File: src/verilog/lcp_pkg.sv
// package: constants and carriers for the cache attribute policy block
package lcp_pkg;

   // cache attribute bit positions
   localparam int CA_W = 4;
   localparam int CA_BUF = 0;
   localparam int CA_CACHE = 1;
   localparam int CA_RD_ALLOC = 2;
   localparam int CA_WR_ALLOC = 3;

   // attribute encodings of interest
   localparam logic [3:0] ATTR_ONC_A = 4'h2;
   localparam logic [3:0] ATTR_ONC_B = 4'h3;
   localparam logic [3:0] ATTR_WB_A = 4'hb;
   localparam logic [3:0] ATTR_WB_B = 4'h7;
   localparam logic [3:0] ATTR_WB_C = 4'hf;

   // auxiliary control fields
   localparam int AUX_W = 32;
   localparam int AUX_EXCL = 12;
   localparam int AUX_SH_INV = 13;
   localparam int AUX_SH_OVR = 22;
   localparam int AUX_FWA_LO = 23;
   localparam int AUX_FWA_HI = 24;
   localparam int AUX_LOCK_NONSEC = 26;
   localparam logic [31:0] AUX_RST = 32'h0;
   localparam logic CTRL_RST = 1'b0;
   localparam int CTRL_EN = 0;

   // force write allocate settings
   localparam logic [1:0] FWA_PASS = 2'h0;
   localparam logic [1:0] FWA_NONE = 2'h1;
   localparam logic [1:0] FWA_ALL = 2'h2;

   // burst shape of a full line: four 64-bit beats
   localparam logic [1:0] BURST_FIXED = 2'h0;
   localparam logic [7:0] LINE_LEN = 8'h03;
   localparam logic [2:0] LINE_SIZE = 3'h3;

   typedef struct packed {
      logic write_allocate_hint;
      logic read_allocate_hint;
      logic cacheable;
      logic bufferable;
   } lcp_attr_t;

   typedef struct packed {
      logic valid;
      logic write;
      logic [3:0] cache;
      logic share;
      logic evict;
      logic clean;
      logic nonsecure;
      logic [1:0] burst;
      logic [7:0] len;
      logic [2:0] size;
      logic strb_all;
   } lcp_req_t;

   typedef struct packed {
      logic hit;
      logic tag_nonsecure;
      logic dirty;
   } lcp_look_t;

   typedef struct packed {
      logic valid;
      logic bypass;
      logic hit;
      logic allocate;
      logic store_buf;
      logic write_thru;
      logic fwd_next;
      logic set_dirty;
      logic alloc_dirty;
      logic invalidate;
      logic clear_valid;
      logic prefer_evict;
      logic tag_nonsecure;
      logic sec_miss;
      logic unpredictable;
   } lcp_pol_t;

   typedef struct packed {
      logic we;
      logic sel_aux;
      logic nonsecure;
      logic [31:0] wdata;
   } lcp_cfg_wr_t;

   typedef enum logic {SF_IDLE, SF_WAIT} lcp_fill_t;

   function automatic lcp_attr_t lcp_decode(input logic [3:0] ca);
      lcp_attr_t a;
      a.write_allocate_hint = ca[CA_WR_ALLOC];
      a.read_allocate_hint = ca[CA_RD_ALLOC];
      a.cacheable = ca[CA_CACHE];
      a.bufferable = ca[CA_BUF];
      return a;
   endfunction

endpackage

File: src/verilog/lcp_policy.sv
// cache attribute policy: allocation, write and security decisions
// Contract
// - decode four attribute bits into allocate hints, cacheable, bufferable
// - cacheable with no allocate hint is outer non-cacheable
// - shareable bit gives shared behaviour only for attributes 0010 and 0011
// - shared reads cacheable no allocate, shared writes write-through
// - invalidate enable: full-line shared write hit invalidates, forwards on
// - override bit disables both shared behaviours
// - force field 00 keeps received attributes
// - force 01 never allocates writes; 10 allocates cacheable write misses
// - shareable write never takes write allocate, over any force setting; exclusive eviction miss under 00 still allocates for 0111 and 1111
// - force keeps downstream attribute, beats exclusive allocation
// - exclusive bit enables exclusive mode for 1011, 0111, 1111
// - exclusive read hit clears valid, keeps dirty, prefers eviction if dirty
// - exclusive read miss does not allocate
// - exclusive write hit sets dirty unless evict and clean
// - exclusive eviction miss allocates, dirty from clean bit
// - lines tagged nonsecure; security mismatch counts as miss
// - security mismatch read: linefill, return error, no allocation
// - control and auxiliary registers written only by secure accesses
// - non-secure maintenance leaves secure lines alone
// - secure-only aux bit gates non-secure lockdown writes
// - write-back allocating write miss goes to store buffer, allocates
`timescale 1ns/1ps
module lcp_policy (
   input wire logic core_clk_i,
   input wire logic rstn_i,
   input lcp_pkg::lcp_req_t req_i,
   input lcp_pkg::lcp_look_t look_i,
   input lcp_pkg::lcp_cfg_wr_t cfg_i,
   input wire logic lock_we_i,
   input wire logic lock_nonsecure_i,
   input wire logic maint_valid_i,
   input wire logic maint_nonsecure_i,
   input wire logic maint_line_nonsecure_i,
   input wire logic next_level_done_i,
   input wire logic next_level_sec_err_i,
   output logic req_ready_o,
   output lcp_pkg::lcp_pol_t pol_o,
   output logic [3:0] dn_cache_o,
   output logic fill_req_o,
   output logic resp_done_o,
   output logic resp_err_o,
   output logic maint_act_o,
   output logic ctrl_en_o,
   output logic [31:0] aux_o,
   output logic cfg_refused_o,
   output logic lock_grant_o
);
   import lcp_pkg::*;

   lcp_attr_t attr;
   logic outer_nc, shared_attr, wb_attr;
   logic take, shared, sec_miss, hit, excl, full_line, oc;
   logic wr_alloc, write_back;
   logic [1:0] fwa;
   lcp_pol_t pol_r, pol_nxt;
   logic [3:0] dn_r, dn_nxt;
   lcp_fill_t st_r, st_nxt;
   logic ready_r, ready_nxt, fill_r, fill_nxt;
   logic done_r, done_nxt, err_r, err_nxt, mact_r, mact_nxt;

   lcp_attr_decode u_dec (
      .cache_i(req_i.cache),
      .attr_o(attr),
      .outer_nc_o(outer_nc),
      .shared_attr_o(shared_attr),
      .wb_attr_o(wb_attr)
   );

   lcp_sec_cfg u_cfg (
      .core_clk_i(core_clk_i),
      .rstn_i(rstn_i),
      .cfg_i(cfg_i),
      .lock_we_i(lock_we_i),
      .lock_nonsecure_i(lock_nonsecure_i),
      .ctrl_en_o(ctrl_en_o),
      .aux_o(aux_o),
      .cfg_refused_o(cfg_refused_o),
      .lock_grant_o(lock_grant_o)
   );

   // request classification
   always_comb begin
      take = req_i.valid && ready_r;
      fwa = aux_o[AUX_FWA_HI:AUX_FWA_LO];
      shared = req_i.share && shared_attr &&
         !aux_o[AUX_SH_OVR];
      sec_miss = look_i.hit &&
         (look_i.tag_nonsecure != req_i.nonsecure);
      hit = look_i.hit && !sec_miss;
      excl = aux_o[AUX_EXCL] && wb_attr;
      full_line = (req_i.len == LINE_LEN) && (req_i.size == LINE_SIZE) &&
         req_i.strb_all;
      write_back = attr.bufferable;
      // effective write allocate; shareable bit beats force setting
      if (req_i.share) begin
         wr_alloc = 1'b0;
      end else if (fwa == FWA_NONE) begin
         wr_alloc = 1'b0;
      end else if (fwa == FWA_ALL) begin
         wr_alloc = attr.cacheable;
      end else begin
         wr_alloc = attr.write_allocate_hint;
      end
      // outer cacheable after the force setting
      oc = attr.cacheable && (req_i.write ? (attr.read_allocate_hint ||
         wr_alloc) : !outer_nc);
   end

   // policy decision
   always_comb begin
      pol_nxt = '0;
      pol_nxt.valid = take;
      pol_nxt.hit = hit;
      pol_nxt.tag_nonsecure = req_i.nonsecure;
      pol_nxt.sec_miss = sec_miss;
      pol_nxt.unpredictable = attr.cacheable &&
         (req_i.burst == BURST_FIXED);
      dn_nxt = req_i.cache;
      if (!req_i.write) begin
         if (sec_miss) begin
            pol_nxt.fwd_next = 1'b1;
         end else if (shared) begin
            pol_nxt.fwd_next = !hit;
         end else if (oc) begin
            if (excl) begin
               pol_nxt.clear_valid = hit;
               pol_nxt.prefer_evict = hit && look_i.dirty;
               pol_nxt.fwd_next = !hit;
            end else begin
               pol_nxt.allocate = !hit && attr.read_allocate_hint;
               pol_nxt.fwd_next = !hit;
            end
         end else begin
            pol_nxt.bypass = 1'b1;
            pol_nxt.fwd_next = 1'b1;
         end
      end else if (shared) begin
         pol_nxt.fwd_next = 1'b1;
         if (aux_o[AUX_SH_INV] && full_line && hit) begin
            pol_nxt.invalidate = 1'b1;
         end else begin
            pol_nxt.store_buf = hit;
            pol_nxt.write_thru = 1'b1;
         end
         pol_nxt.unpredictable = pol_nxt.unpredictable ||
            (aux_o[AUX_SH_INV] && !full_line);
      end else if (oc) begin
         pol_nxt.store_buf = 1'b1;
         pol_nxt.write_thru = !write_back;
         pol_nxt.fwd_next = !write_back || (!hit && !wr_alloc);
         if (hit) begin
            // exclusive clean eviction keeps the dirty bit
            pol_nxt.set_dirty = write_back && !(excl && req_i.evict &&
               req_i.clean);
         end else if (excl && req_i.evict && fwa == FWA_PASS) begin
            pol_nxt.allocate = 1'b1;
            pol_nxt.alloc_dirty = !req_i.clean;
            pol_nxt.fwd_next = 1'b0;
         end else begin
            pol_nxt.allocate = wr_alloc;
            pol_nxt.alloc_dirty = wr_alloc && write_back;
         end
      end else begin
         pol_nxt.bypass = 1'b1;
         pol_nxt.fwd_next = 1'b1;
      end
      if (!take) begin
         pol_nxt = '0;
         dn_nxt = dn_r;
      end
   end

   // security mismatch linefill sequence and maintenance gate
   always_comb begin
      st_nxt = st_r;
      ready_nxt = ready_r;
      fill_nxt = 1'b0;
      done_nxt = 1'b0;
      err_nxt = 1'b0;
      mact_nxt = maint_valid_i &&
         !(maint_nonsecure_i && !maint_line_nonsecure_i);
      case (st_r)
         SF_IDLE: begin
            if (take && !req_i.write && sec_miss) begin
               fill_nxt = 1'b1;
               ready_nxt = 1'b0;
               st_nxt = SF_WAIT;
            end
         end
         SF_WAIT: begin
            if (next_level_done_i) begin
               done_nxt = 1'b1;
               err_nxt = next_level_sec_err_i;
               ready_nxt = 1'b1;
               st_nxt = SF_IDLE;
            end
         end
         default: begin
            st_nxt = SF_IDLE;
            ready_nxt = 1'b1;
         end
      endcase
   end

   always_ff @(posedge core_clk_i) begin
      if (!rstn_i) begin
         pol_r <= '0;
         dn_r <= 4'h0;
         st_r <= SF_IDLE;
         ready_r <= 1'b1;
         fill_r <= 1'b0;
         done_r <= 1'b0;
         err_r <= 1'b0;
         mact_r <= 1'b0;
      end else begin
         pol_r <= pol_nxt;
         dn_r <= dn_nxt;
         st_r <= st_nxt;
         ready_r <= ready_nxt;
         fill_r <= fill_nxt;
         done_r <= done_nxt;
         err_r <= err_nxt;
         mact_r <= mact_nxt;
      end
   end

   assign pol_o = pol_r;
   assign dn_cache_o = dn_r;
   assign req_ready_o = ready_r;
   assign fill_req_o = fill_r;
   assign resp_done_o = done_r;
   assign resp_err_o = err_r;
   assign maint_act_o = mact_r;
endmodule // lcp_policy

File: src/verilog/lcp_attr_decode.sv
// attribute decoder: hint bits and attribute classes
`timescale 1ns/1ps
module lcp_attr_decode (
   input wire logic [3:0] cache_i,
   output lcp_pkg::lcp_attr_t attr_o,
   output logic outer_nc_o,
   output logic shared_attr_o,
   output logic wb_attr_o
);
   import lcp_pkg::*;

   always_comb begin
      attr_o = lcp_decode(cache_i);
      // cacheable with no allocate hint is outer non-cacheable
      outer_nc_o = attr_o.cacheable && !attr_o.read_allocate_hint &&
         !attr_o.write_allocate_hint;
      shared_attr_o = (cache_i == ATTR_ONC_A) ||
         (cache_i == ATTR_ONC_B);
      wb_attr_o = (cache_i == ATTR_WB_A) || (cache_i == ATTR_WB_B) ||
         (cache_i == ATTR_WB_C);
   end
endmodule // lcp_attr_decode

File: src/verilog/lcp_sec_cfg.sv
// control and auxiliary registers with secure-only writes
`timescale 1ns/1ps
module lcp_sec_cfg (
   input wire logic core_clk_i,
   input wire logic rstn_i,
   input lcp_pkg::lcp_cfg_wr_t cfg_i,
   input wire logic lock_we_i,
   input wire logic lock_nonsecure_i,
   output logic ctrl_en_o,
   output logic [31:0] aux_o,
   output logic cfg_refused_o,
   output logic lock_grant_o
);
   import lcp_pkg::*;

   logic ctrl_r, ctrl_nxt, ref_r, ref_nxt, grant_r, grant_nxt;
   logic [31:0] aux_r, aux_nxt;

   always_comb begin
      ctrl_nxt = ctrl_r;
      aux_nxt = aux_r;
      ref_nxt = cfg_i.we && cfg_i.nonsecure;
      grant_nxt = lock_we_i &&
         (!lock_nonsecure_i || aux_r[AUX_LOCK_NONSEC]);
      if (cfg_i.we && !cfg_i.nonsecure) begin
         if (cfg_i.sel_aux) begin
            aux_nxt = cfg_i.wdata;
         end else begin
            ctrl_nxt = cfg_i.wdata[CTRL_EN];
         end
      end
   end

   always_ff @(posedge core_clk_i) begin
      if (!rstn_i) begin
         ctrl_r <= CTRL_RST;
         aux_r <= AUX_RST;
         ref_r <= 1'b0;
         grant_r <= 1'b0;
      end else begin
         ctrl_r <= ctrl_nxt;
         aux_r <= aux_nxt;
         ref_r <= ref_nxt;
         grant_r <= grant_nxt;
      end
   end

   assign ctrl_en_o = ctrl_r;
   assign aux_o = aux_r;
   assign cfg_refused_o = ref_r;
   assign lock_grant_o = grant_r;
endmodule // lcp_sec_cfg

File: config.mk
export PLATFORM = sky130hd
export DESIGN_NAME = lcp_policy
export DESIGN_NICKNAME = d
export VERILOG_FILES = /design/src/verilog/lcp_pkg.sv /design/src/verilog/lcp_policy.sv /design/src/verilog/lcp_attr_decode.sv /design/src/verilog/lcp_sec_cfg.sv
export SDC_FILE = /design/constraint.sdc
export NUM_CORES = 1
export LEC_CHECK = 0
export BUFFER_PORTS_ARGS = -buffer_cell sky130_fd_sc_hd__buf_4
export CAP_MARGIN = 10
export CORE_AREA = 4 4 79 81
export CTS_CLUSTER_SIZE = 14
export DETAILED_ROUTE_END_ITERATION = 16
export DIE_AREA = 0 0 83 85
export PLACE_DENSITY = 0.74
export SKIP_LAST_GASP = 1
export SYNTH_ARGS = -nofsm -noshare
export SYNTH_HDL_FRONTEND = slang
export SYNTH_SLANG_ARGS = --single-unit
File: constraint.sdc
create_clock -name core_clk_i -period 1.5 [get_ports core_clk_i]
set_input_delay 0.225 -clock core_clk_i [delete_from_list [all_inputs] [get_ports core_clk_i]]
set_output_delay 0.225 -clock core_clk_i [all_outputs]
set_load 0.01 [all_outputs]
==> key figures <==
Setup path
  • Critical Path End Type: flip-flop
  • Crit Path Class: flip-flop to flip-flop
  • Arrival time worst endpoint: 1670 ps
  • Data required time at the worst endpoint: 1740 ps
  • Critical path launch point type: flip-flop
  • CP max FO: 7

Power and ir drop
  • Pwr Total: ~3.4 mW
  • Pleak: 1.633 nW
  • VDD IR-drop max: about 580 uV
  • PwrDens: 918.1 nW/um2

Clocking
  • H-tree depth: 3
  • CTS Sinks: 60
  • Reg clk slew, reported paths: about 60 ps
  • Max clock buf depth: 2
  • Post-CTS Setup Bufs: 0
  • CTS tree: yes
  • Clk_lat worst skew: between 300 and 400 ps
  • CTS Buf Count: 9
  • Root Buffer: clkbuf_8

Cells and area
  • Final #Nets: 478
  • Post-layout util: around 67%
  • Layout area overhead: 52.05%
  • Ant. Diodes: 0
  • Layout cells sized above 1: about two fifths
  • Filler cells: a little under 500

Synth
  • Top-area cell type share of the netlist area: between 40% and 50%
  • Post-Synthesis Cells: 273
  • Register area share after synthesis: between 40% and 50%
  • Synth warn: 0
  • Yosys cell types: 42
  • FFs w/ async S/R, synth: 0%
  • Post-synth top area cell: dfxtp_1
  • Synth area leaders: dfxtp_1, nand2_1, a21boi_0
  • Ys flop type: dfxtp_1
  • Netlist Area Pre-Place: roughly 2400 um2
  • Number of flops mapped to enable cells by yosys: 0
  • Avg Cell Area, Syn: 8.823 um2
  • #FFs+latches synth: 60
  • Syn Nets: between 300 and 400

Timing
  • Count of pins over their slew limit: 0
  • Final Hold Viols: 0
  • Hold Worst Slack: 62.40 ps
  • Worst Tran Pin Value: between 600 and 700 ps
  • Rel. slew slack: a little over half
  • Clk_skew: 4.210 ps
  • Setup TNS: 0 ps
  • Max Clk Rate: 0.6985 GHz
  • Final Setup Violations: 0
  • Period utilization: a little over nine tenths
  • Tmin final: about 1400 ps
  • RSZ-0062 raised after global routing: no

Die
  • Initial Util: 44.01%
  • Chip Height: 85 um
  • Number of I/O pins: 130
  • Die ar.: about 7000 um2
  • Core ar.: roughly 5500 um2
  • Row Count: 27
  • Die X: 83 um

Route
  • Post-route ant nets: 0
  • DRT Pass-1 Iters: 4
  • Vias: between 2000 and 2500
  • Starting DRT DRC Count: ~120
  • Vias/cell: 4.961
  • DRC viols: 0
  • DRT Wirelength: 6.629 mm
  • DR WL/cell: about 14 um

Run status
  • Status: completed

Global routing
  • Initial antenna violation count: 0
  • Congestion Overflow GR: 0
  • Largest net degree at the start of global routing: 44
  • First-pass GRT wire length: 11.21 mm
  • Vias in the first global route: between 2000 and 2500
  • Gr usage total: 19.59%

Placement
  • Placer Congestion: 0.8943
  • Detail Placement HPWL: around 5.0 mm
  • PortBufs: 129

Worst hold path
  • Hold crit path type: input pin to flip-flop

Flow run
  • Max-cap violation count: 0
worst paths after layout:
check	end	startpoint	cells past startpoint	slack [ps]
worst max-delay path	pol_o[8]	u_cfg.aux_o[24]	4	70
worst min-delay path	maint_act_o	maint_nonsecure_i	2	60
worst max register to register	pol_o[8]	u_cfg.aux_o[24]	4	70
worst min register to register	u_cfg.aux_o[7]	u_cfg.aux_o[7]	2	460
sequential cells by signal (all words and copies together), names as in the netlist:
name and cells:
dn_cache_o 4, st_r 1, resp_err_o 1, u_cfg.lock_grant_o 1, u_cfg.ctrl_en_o 1, u_cfg.cfg_refused_o 1, fill_req_o 1, resp_done_o 1
maint_act_o 1, req_ready_o 1, pol_o 15, u_cfg.aux_o 32
per-layer routing:
| layer | vias to the layer above | track usage [%] | routed length [um] |
|---|---|---|---|
| met5 | - | 0 | 0 |
| met4 | 0 | 8.915 | 124 |
| met3 | 12 | 9.320 | 720 |
| met2 | 102 | 32.14 | 3202 |
| met1 | 1076 | 21.58 | 2582 |
| li1 | 1201 | - | - |
power by group:
group	internal, mW	switching [mW]
Clock	0.617	0.591
Combinational	0.269	0.212
Sequential	1.65	0.0268
Total	2.53	0.830
critical path: stages, from the launching register on:
cell      delay (ps)
dfxtp_2          400
nand2b_1         190
a311oi_4         140
a221o_1          350
a221oi_2         250
kinds of logic (layout without fill, tap and decap cells):
family / Yosys count / after routing / synth area share, %
multiplexers: 1 / 1 / 0.4156
flip-flops: 60 / 60 / 49.87
XOR/XNOR: 1 / 1 / 0.6755
AND/OR/NAND/NOR: 129 / 129 / 25.66
AO/OA/AOI/OAI: 60 / 60 / 19.38
buffers and inverters: 22 / 159 / 3.999
per-stage QoR:
stage	setup slack (ps)	std cells	instance area (um2)
after CTS	5.326	482	3637
final	68.27	482	3662
after floorplan	68.57	273	2409
after global routing	3.792	482	3662
after global placement	58.89	468	3481
after detailed placement	22.81	468	3481
what timing repair did:
action                                  CTS  global route
hold buffers                              0             0
endpoints found under the setup margin    0             4
resized for setup                         0             6
endpoints found under the hold margin     0             0
cell usage in the layout (no fill, tap or decap), types with 4 or more instances in the layout:
master	Yosys	routed
dfxtp_1	60	58
a21oi_1	7	7
nand4_1	5	5
clkbuf_8	0	10
a21boi_0	37	36
nor2_1	8	8
and2_1	4	4
nand3_1	8	8
nand2_1	77	77
buf_4	3	138
and3_1	5	5
inv_1	6	6
cell usage after synthesis, types with 2 or more instances:
master and n:
a21oi_1 7, a21o_1 2, and2_1 4, buf_4 3, o2111ai_1 2, and3_1 5, a21boi_0 37, dfxtp_1 60
nand3b_1 2, nor3_1 3, nand3_1 8, nand2b_1 3, inv_1 6, nand2_1 77, a221o_1 2, nand4_1 5
clkbuf_1 11, nor4b_1 2, nor2_1 8, nor4bb_1 2, nor2b_1 3
area by class of cell:
type,instances,area [um2],area share [%]
multi-input combinational,191,1134,30.95
inverter,6,22.52,0.6150
timing repair buffer,139,1056,28.83
sequential,60,1204,32.87
clock buffer,11,141.4,3.861
tap,72,90.09,2.460
clock inverter,3,15.01,0.4100
Note: power is estimated with default switching activity, not from simulation.
